`src/e3_oh_pkg.sv`:
```
// Constants shared by both ends of the received E3 overhead strobe link.
// Assumes one clock (mclk) for both ends; the receive line clock is a square wave divided from mclk by 8.
//
// Functional notes
// - Terminal samples marker, data, strobe together
// - Strobe high for all 16 overhead bits, one line period each
// - Marker only with first overhead bit
// - Terminal counts strobes since marked strobe
// - Order: alignment, A, N, BIP-4 bits
// - BIP-4 positions processed only when enabled
// - Terminal uses data, marker, strobe, clock
package e3_oh_pkg;
    localparam int OH_BITS = 16;
    localparam int IDX_W = 4;
    localparam int ALIGN_BITS = 10;
    localparam logic [IDX_W-1:0] IDX_FIRST = 4'h0;
    localparam logic [IDX_W-1:0] IDX_A = 4'hA;
    localparam logic [IDX_W-1:0] IDX_N = 4'hB;
    localparam logic [IDX_W-1:0] IDX_BIP_FIRST = 4'hC;
    localparam logic [IDX_W-1:0] IDX_LAST = 4'hF;
    // Line clock period in mclk cycles; half period high, half low
    localparam int LINE_DIV = 8;
    localparam logic [2:0] DIV_LAST = 3'h7;
    localparam logic [2:0] DIV_HALF = 3'h4;
    typedef logic [OH_BITS-1:0] oh_word_t;
endpackage : e3_oh_pkg

```
`src/e3_oh_link.sv`:
```
// Link between the overhead output port and the terminal equipment.
// Assumes both ends run on the same mclk.
`timescale 1ns/10ps
`default_nettype none
interface e3_oh_link;
    logic receive_line_clock;
    logic overhead_serial_out;
    logic overhead_frame_marker;
    logic overhead_bit_strobe;
    modport device (output receive_line_clock, output overhead_serial_out,
                    output overhead_frame_marker, output overhead_bit_strobe);
    modport terminal (input receive_line_clock, input overhead_serial_out,
                      input overhead_frame_marker, input overhead_bit_strobe);
endinterface : e3_oh_link
`default_nettype wire

```
`src/e3_oh_device.sv`:
```
// Device end: shifts out the overhead bits of each received frame with strobe and marker.
// Assumes frame_done pulses once per frame with overhead_word stable that cycle.
`timescale 1ns/10ps
`default_nettype none
module e3_oh_device (
    // Clock and reset
    input wire logic mclk,
    input wire logic rst_b,
    // Framer side
    input wire logic frame_done,
    input wire e3_oh_pkg::oh_word_t overhead_word,
    input wire logic bip_enable,
    // Link
    e3_oh_link.device link
);
    import e3_oh_pkg::*;

    typedef enum logic [1:0] {IDLE = 2'b00, SEND = 2'b01} dev_state_t;

    dev_state_t state, next_state;
    logic [2:0] div, next_div;
    logic [IDX_W-1:0] idx, next_idx;
    oh_word_t shadow, next_shadow;
    logic pend, next_pend;
    logic pend_bip, next_pend_bip;
    logic bip_on, next_bip_on;
    oh_word_t pend_word, next_pend_word;
    logic clk_q, next_clk_q;
    logic data_q, next_data_q;
    logic mark_q, next_mark_q;
    logic strb_q, next_strb_q;
    logic rise;

    assign rise = (div == DIV_LAST);

    always_comb begin
        next_div = div + 3'h1;
        next_clk_q = (next_div >= DIV_HALF) ? 1'b0 : 1'b1;
        next_state = state;
        next_idx = idx;
        next_shadow = shadow;
        next_bip_on = bip_on;
        next_pend = pend;
        next_pend_bip = pend_bip;
        next_pend_word = pend_word;
        next_data_q = data_q;
        next_mark_q = mark_q;
        next_strb_q = strb_q;
        // Newest frame wins if an older one is still waiting
        if (frame_done) begin
            next_pend = 1'b1;
            next_pend_word = overhead_word;
            next_pend_bip = bip_enable;
        end
        if (rise) begin
            next_strb_q = 1'b0;
            next_mark_q = 1'b0;
            case (state)
                IDLE: begin
                    if (pend) begin
                        next_shadow = pend_word;
                        next_bip_on = pend_bip;
                        next_pend = frame_done;
                        next_idx = IDX_FIRST;
                        next_state = SEND;
                    end
                end
                SEND: begin
                    next_strb_q = 1'b1;
                    next_mark_q = (idx == IDX_FIRST);
                    // MSB first: alignment bits, A, N, then BIP-4
                    next_data_q = shadow[IDX_W'(OH_BITS-1) - idx];
                    // Unprocessed BIP-4 positions are driven low
                    if (idx >= IDX_BIP_FIRST && !bip_on) begin
                        next_data_q = 1'b0;
                    end
                    next_idx = idx + 4'h1;
                    if (idx == IDX_LAST) begin
                        next_state = IDLE;
                    end
                end
                default: next_state = IDLE;
            endcase
        end
    end

    always_ff @(posedge mclk or negedge rst_b) begin
        if (!rst_b) begin
            state <= IDLE;
            div <= 3'h0;
            idx <= 4'h0;
            shadow <= '0;
            bip_on <= 1'b0;
            pend <= 1'b0;
            pend_bip <= 1'b0;
            pend_word <= '0;
            clk_q <= 1'b1;
            data_q <= 1'b0;
            mark_q <= 1'b0;
            strb_q <= 1'b0;
        end else begin
            state <= next_state;
            div <= next_div;
            idx <= next_idx;
            shadow <= next_shadow;
            bip_on <= next_bip_on;
            pend <= next_pend;
            pend_bip <= next_pend_bip;
            pend_word <= next_pend_word;
            clk_q <= next_clk_q;
            data_q <= next_data_q;
            mark_q <= next_mark_q;
            strb_q <= next_strb_q;
        end
    end

    assign link.receive_line_clock = clk_q;
    assign link.overhead_serial_out = data_q;
    assign link.overhead_frame_marker = mark_q;
    assign link.overhead_bit_strobe = strb_q;
endmodule : e3_oh_device
`default_nettype wire

```
`src/flat_wrapper.sv`:
```
// flat-port wrapper written by rule: the top's interface ports become plain ports
module e3_oh_device_flat import e3_oh_pkg::*;
  (mclk, rst_b, frame_done, overhead_word, bip_enable, link_receive_line_clock, link_overhead_serial_out, link_overhead_frame_marker, link_overhead_bit_strobe);
  e3_oh_link link_i ();
  input wire logic mclk;
  input wire logic rst_b;
  input wire logic frame_done;
  input wire e3_oh_pkg::oh_word_t overhead_word;
  input wire logic bip_enable;
  output wire logic [$bits(link_i.receive_line_clock)-1:0] link_receive_line_clock;
  output wire logic [$bits(link_i.overhead_serial_out)-1:0] link_overhead_serial_out;
  output wire logic [$bits(link_i.overhead_frame_marker)-1:0] link_overhead_frame_marker;
  output wire logic [$bits(link_i.overhead_bit_strobe)-1:0] link_overhead_bit_strobe;
  assign link_receive_line_clock = link_i.receive_line_clock;
  assign link_overhead_serial_out = link_i.overhead_serial_out;
  assign link_overhead_frame_marker = link_i.overhead_frame_marker;
  assign link_overhead_bit_strobe = link_i.overhead_bit_strobe;
  e3_oh_device u_core (.mclk(mclk), .rst_b(rst_b), .frame_done(frame_done), .overhead_word(overhead_word), .bip_enable(bip_enable), .link(link_i));
endmodule
```
`config.mk`:
```
export PLATFORM = sky130hd
export DESIGN_NAME = e3_oh_device_flat
export DESIGN_NICKNAME = d
export VERILOG_FILES = /design/src/e3_oh_pkg.sv /design/src/e3_oh_link.sv /design/src/e3_oh_device.sv /design/src/flat_wrapper.sv
export SDC_FILE = /design/constraint.sdc
export NUM_CORES = 1
export LEC_CHECK = 0
export ABC_CLOCK_PERIOD_IN_PS = 2300
export BUFFER_PORTS_ARGS = -buffer_cell sky130_fd_sc_hd__buf_2
export CAP_MARGIN = 20
export CORE_MARGIN = 1.5
export CORE_UTILIZATION = 35
export CTS_CLUSTER_DIAMETER = 150
export DETAILED_ROUTE_END_ITERATION = 12
export SYNTH_ARGS = -nofsm -noshare
export SYNTH_HDL_FRONTEND = slang
export SYNTH_SLANG_ARGS = --single-unit
```
`constraint.sdc`:
```
create_clock -name mclk -period 2.3 [get_ports mclk]
set_input_delay 0.345 -clock mclk [delete_from_list [all_inputs] [get_ports mclk]]
set_output_delay 0.345 -clock mclk [all_outputs]
set_load 0.05 [all_outputs]
```
==> results.md, run 1 <==
* Run status: complete, no violations
* Synthesis Warnings at 0
* Syn nets at 162
* Num CTS Buffers at 5
* TritonCTS clock tree: done
* Clk pwr share at 0.367
* Max VDD drop at 307.7 uV
* Drt drc at 0
* Clock sink total at 47
* Initial antenna violation count at 0
* Starting Density at 0.3679
* Chip height at 79.55 microns
* Via Count at 1,096
* Worst hold path class: in2async
* Post-synthesis sequential area ratio at 0.5741
* CTS Hold Bufs at 0
* Least-Margin Pin Slew at 0.5883 ns
* P_leak at 1.057 nW
* Worst path max stage delay at 0.42 ns
* # IOs at 24
* Syn Std Cell Area at 2051 sq um
* R2R cell count at 4
* Crit-path max FO at 19
* Worst-path clk slew at 0.09 ns
* Final Cycle Share at 0.7695
* # diodes at 0
* Die ar. at 6327 sq um
* CP Capture Type: flop
* Root Buffer Master: clkbuf_8
* Worst-path cell chain: ha_1 -> ha_1 -> nand3b_4 -> mux2_1
* Gate Count Post-Synth at 137
* Routed Antenna Nets at 0
* Postcts setup bufs at 0
* WP buf/inv at 0
* Iteration-0 DRC Markers at 65
* Worst-Skew Late Latency at 0.30 ns
* Cell Pwr Density at 722.4 nW/um^2
* GR Util All Layers at 0.1187
* CP dominant cell by count: ha_1
* Final WL at 3150 microns
* R2R Path End: u_core.shadow[7]
* Switching power at 0.0003572 W
* CP Depth at 4
* Nets@finish at 185
* Crit Path Category: reg2reg
* Dpl hpwl at 2226 microns
* Port bufs at 23
* Final worst setup slack at 0.5303 ns
* CP max stage cell: mux2_1
* Post-route setup TNS at 0 ns
* Crit path DAT at 1.95 ns
* H-tree depth at 2
* Pwr Total at 0.001676 W
* Unrepaired setup endpoints after global routing: false
* Tmin final at 1.770 ns
* Hold Violations, Final at 0
* Grt ovf at 0
* Max Cap Viol at 0
* Mean Syn Cell Area at 14.97 sq um
* Gp weighted congestion at 0.7647
* R2R Setup Slk at 0.53 ns
* Clock skew at 0.008897 ns
* Worst slack, placed at 0.5377 ns
* Largest net degree at the start of global routing at 48
* Vias per cell at 4.704
* Wire length per cell at 13.52 microns
* Worst slew margin at 0.6078
* Share of layout cells above drive strength 1 at 0.3043
* Delay-heaviest family, CP: adder cells
* Synth cell types at 30
* Core Area at 5574 sq um
* Int Pwr at 0.001318 W
* Row cnt at 27
* Vias in the first global route at 1,224
* Combinational power share at 0.079
* Slew Limit Fails at 0
* First-pass DRT Iterations at 4
* CP required at 2.48 ns
* Cells after DPL at 225
* Startpoint Class: flop
* Clk buf depth at 2
* Fmax achieved at 0.5651 GHz
* Sequential share of power at 0.554
* Syn-to-layout area delta at 13.12%
* Post-cts resize count at 0
* Sw frac at 0.2132
* CP endpoint: u_core.shadow[7]
* Worst r2r src: u_core.div[0]
* First-pass GRT wire length at 5782 microns
* Critical path origin: u_core.div[0]
* Finished Layout Cells at 233
* Area after DPL at 2202 sq um
* Synthesized flop and latch total at 47
* Setup violations, final at 0
* Final instance area at 2320 sq um
* Die width at 79.55 microns
-- logic make-up after synthesis --
group	synth area share
buffers and inverters	0.03905
DFF	0.5741
muxes	0.2532
adders and majority gates	0.03051
AOI/OAI and AO/OA	0.04149
and+or+nand+nor	0.06163
-- registers in the layout, summed over array words and instances (netlist names) --
register and cells:
u_core.link.receive_line_clock 1, u_core.bip_on 1, u_core.idx 4, u_core.pend 1, u_core.div 3, u_core.pend_word 16
u_core.shadow 16, u_core.link.overhead_bit_strobe 1, u_core.pend_bip 1, u_core.link.overhead_serial_out 1, u_core.state 1, u_core.link.overhead_frame_marker 1
-- routing by layer --
metal	vias to the layer above	global-route usage	part of all wire
met5	-	0	0
met4	0	0.04211	0.011
met3	4	0.03429	0.032
met2	15	0.2008	0.50
met1	549	0.1433	0.45
li1	528	-	-
-- power by group through the flow --
stage	Sequential [W]	Combinational, W	Clock, W
global placement	0.000942	0.000129	0
global route	0.000938	0.000149	0.000673
floorplan	0.000938	0.0000839	0
detailed placement	0.000947	0.000135	0
finish	0.000929	0.000132	0.000615
CTS	0.000930	0.000136	0.000635
-- worst min-delay path by stage --
stage / startpoint / end / slack [ns] / cells past startpoint
floorplan: rst_b / u_core.bip_on / 0.05 / 0
CTS: rst_b / u_core.shadow[9] / 0.14 / 2
global route: rst_b / u_core.shadow[9] / 0.16 / 2
finish: rst_b / u_core.shadow[9] / 0.13 / 2
global placement: u_core.div[0] / u_core.div[0] / 0.41 / 1
detailed placement: u_core.div[0] / u_core.div[0] / 0.42 / 1
-- area by class of cell --
type / instances / area, sq um
timing repair buffer: 24 / 122.6
inverter: 5 / 18.77
multi-input combinational: 77 / 793.3
fill: 530 / 3254
tap: 72 / 90.09
clock buffer: 6 / 82.58
sequential: 47 / 1177
clock inverter: 2 / 35.03
-- worst reg2reg max path, cell delays in order, from the launching register on --
cell and delay (ns):
dfrtp_1 0.36, ha_1 0.17, ha_1 0.36, nand3b_4 0.33
mux2_1 0.42
-- per-stage QoR --
step	hold slack (ns)	utilization
3_3_place_gp	0.4134	0.3951
5_1_grt	0.1628	0.4162
2_1_floorplan	0.04941	-
3_5_place_dp	0.4217	0.3951
6_report	0.1286	0.4162
4_1_cts	0.1411	0.4162
-- cell usage in the layout, fill, tap and decap left out, types with 3 or more instances in the layout --
| cell type | synthesis | routed |
|---|---|---|
| inv_1 | 5 | 5 |
| buf_2 | 4 | 23 |
| clkbuf_8 | 0 | 6 |
| mux2_4 | 8 | 8 |
| nand2_1 | 8 | 8 |
| ha_1 | 5 | 5 |
| o21ai_1 | 3 | 3 |
| mux2i_1 | 5 | 5 |
| dfrtp_1 | 46 | 46 |
| mux2_1 | 26 | 26 |
-- Yosys cell counts (all sizes together) --
cell / instances / share of area
a211oi: 1 / 0.0037
a21o: 1 / 0.0037
a22o: 1 / 0.0043
a311oi: 1 / 0.0043
a32o: 1 / 0.0049
and2b: 1 / 0.0049
buf: 8 / 0.030
dfrtp: 46 / 0.56
dfstp: 1 / 0.013
ha: 5 / 0.031
inv: 5 / 0.0092
mux2: 35 / 0.21
mux2i: 5 / 0.024
mux4: 2 / 0.022
nand2: 8 / 0.015
nand2b: 2 / 0.0098
nand3: 4 / 0.015
nand3b: 1 / 0.0098
nor2b: 1 / 0.0031
nor4bb: 1 / 0.0049
o211ai: 2 / 0.0073
o21ai: 4 / 0.0098
o31ai: 1 / 0.0037
No activity file was read; power rests on OpenSTA's default activity.
==> inputs of run 2 (changes only) <==
ABC_CLOCK_PERIOD_IN_PS = 1630   (was 2300)
clock period = 1.63 ns   (was 2.3 ns; I/O delays follow)
==> run 2 against run 1 <==
Against the previous run: clock skew decreased by 0.0025 ns; highest routed layer unchanged; maximum frequency rose by 18%; final area increased by 5.2%; setup slack got worse by 0.41 ns; sequential power is 41% higher; critical path depth up 1; count of clock-buffer cells in the layout unchanged; die area unchanged; total power grew 41%.
==> results.md, run 2 (synthesis gave the netlist of run 1 again) <==
* Largest net degree at the start of global routing at 26
* Worst-Skew Late Latency at 0.30 ns
* # diodes at 0
* Vias per cell at 4.892
* Vias in the first global route at 1,221
* Clock sink total at 47
* Routed wl met2 at 1738 microns
* First-pass DRT Iterations at 4
* Final instance area at 2441 sq um
* Wire length per cell at 14.00 microns
* Starting Density at 0.3679
* Clk buf depth at 2
* Num CTS Buffers at 5
* Worst-path clk slew at 0.08 ns
* CP max stage cell: dfrtp_1
* Worst hold path class: in2reg
* Area after DPL at 2255 sq um
* Metal-1 WL at 1459 microns
* WP buf/inv at 1
* Most frequent cells in the layout: 46 x dfrtp_1, 26 x mux2_1, 23 x buf_2
* Post-route setup TNS at 0 ns
* Sequential share of power at 0.551
* Worst-path cell chain: ha_2 -> ha_4 -> nand3b_4 -> buf_12 -> mux2_1
* Delay-heaviest family, CP: flip-flops
* Top Registers: u_core.pend_word: 16 flops, u_core.shadow: 16 flops, u_core.idx: 4 flops
* First-pass GRT wire length at 5740 microns
* Syn-to-layout area delta at 19.04%
* Worst hold slack at 0.1577 ns
* Crit Path Category: reg2reg
* Max VDD drop at 645.7 uV
* Max Cap Viol at 0
* Core Area at 5574 sq um
* Combinational power share at 0.083
* Gp weighted congestion at 0.8434
* Nets@finish at 193
* Drt drc at 0
* Slew Limit Fails at 0
* Crit-path max FO at 11
* Met3 WL at 120 microns
* Dpl hpwl at 2411 microns
* Setup violations, final at 0
* Grt ovf at 0
* Most common cell after layout, fill and taps aside: dfrtp_1
* Final WL at 3375 microns
* Tmin final at 1.505 ns
* Via Count at 1,179
* Cell Pwr Density at 970.8 nW/um^2
* H-tree depth at 2
* Worst path max stage delay at 0.40 ns
* Row cnt at 27
* TritonCTS clock tree: done
* Reg area at 1177 sq um
* Die ar. at 6327 sq um
* Die width at 79.55 microns
* Switching power at 0.0005033 W
* Hold Violations, Final at 0
* Initial antenna violation count at 0
* Clk pwr share at 0.366
* Startpoint Class: flop
* GR Util All Layers at 0.1206
* Root Buffer Master: clkbuf_8
* Clock skew at 0.006369 ns
* Int Pwr at 0.001866 W
* Fmax achieved at 0.6645 GHz
* Routed Antenna Nets at 0
* Multi-input gate area at 814.5 sq um
* Worst slew margin at 0.6417
* Least-Margin Pin Slew at 0.5374 ns
* Fill cell total of the finished layout at 533
* CP Capture Type: flop
* Iteration-0 DRC Markers at 44
* # IOs at 24
* Share of layout cells above drive strength 1 at 0.3491
* Crit path DAT at 1.68 ns
* Sw frac at 0.2124
* Final Cycle Share at 0.9233
* CP required at 1.80 ns
* Chip height at 79.55 microns
* Unrepaired setup endpoints after global routing: false
* P_leak at 1.109 nW
* Port bufs at 23
* Max layer used: met4
* Run status: complete, no violations
==> run 2: cell types whose count changed in the layout (fill, tap and decap cells not counted), sizes merged <==
cell and delta:
dlygate4sd3 +1, buf +7
==> run 2: area by class of cell <==
class                           count  area share
Timing Repair Buffer               32     0.09124
Inverter                            5    0.007688
Tap cell                           72     0.03690
Clock buffer                        6     0.03383
Sequential cell                    47      0.4823
Multi-Input combinational cell     77      0.3337
Clock inverter                      2     0.01435
==> run 2: path summary, 6_finish.rpt <==
kind / cells past startpoint / startpoint / endpoint / slack [ns]
min reg2reg: 1 / u_core.div[0] / u_core.div[0] / 0.47
max: 5 / u_core.div[0] / u_core.shadow[1] / 0.13
max in group asynchronous: 3 / rst_b / u_core.pend_word[6] / 0.66
min: 2 / bip_enable / u_core.pend_bip / 0.16
max reg2reg: 5 / u_core.div[0] / u_core.shadow[1] / 0.13
min in group asynchronous: 2 / rst_b / u_core.shadow[9] / 0.46
==> run 2: power groups by stage <==
stage / registers, W / logic (W) / clock network (W)
after floorplan: 0.00132 / 0.000118 / 0
after global placement: 0.00133 / 0.000189 / 0
after detailed placement: 0.00133 / 0.000199 / 0
after CTS: 0.00131 / 0.000202 / 0.000904
after global routing: 0.00132 / 0.000220 / 0.000951
final: 0.00131 / 0.000196 / 0.000868
==> run 2: metal layers <==
layer  GRT usage  vias to the layer above
li1            -                      543
met1      0.1485                      608
met2      0.1983                       22
met3     0.03200                        6
met4     0.05263                        0
met5           0                        -
==> run 2: what timing repair did <==
action | in CTS | in global routing
buffers inserted | 2 | 0
setup endpoints to repair | 17 | 14
endpoints found under the hold margin | 21 | 0
hold buffers | 1 | 0
pin swaps | 1 | 0
resized for setup | 0 | 3
==> run 2: metrics by stage <==
stage	power, W	utilization	cells	worst slack (ns)
6_report	0.002370	0.4379	241	0.1251
5_1_grt	0.002489	0.4379	241	0.04902
4_1_cts	0.002413	0.4346	241	0.01935
3_5_place_dp	0.001530	0.4045	230	-0.06210
3_3_place_gp	0.001517	0.4045	230	0.04310
2_1_floorplan	0.001442	-	137	0.01071
==> run 2: worst register-to-register path, cell delays in order (launching register included) <==
cell and delay [ns]:
dfrtp_1 0.40, ha_2 0.22, ha_4 0.18, nand3b_4 0.10, buf_12 0.15, mux2_1 0.33
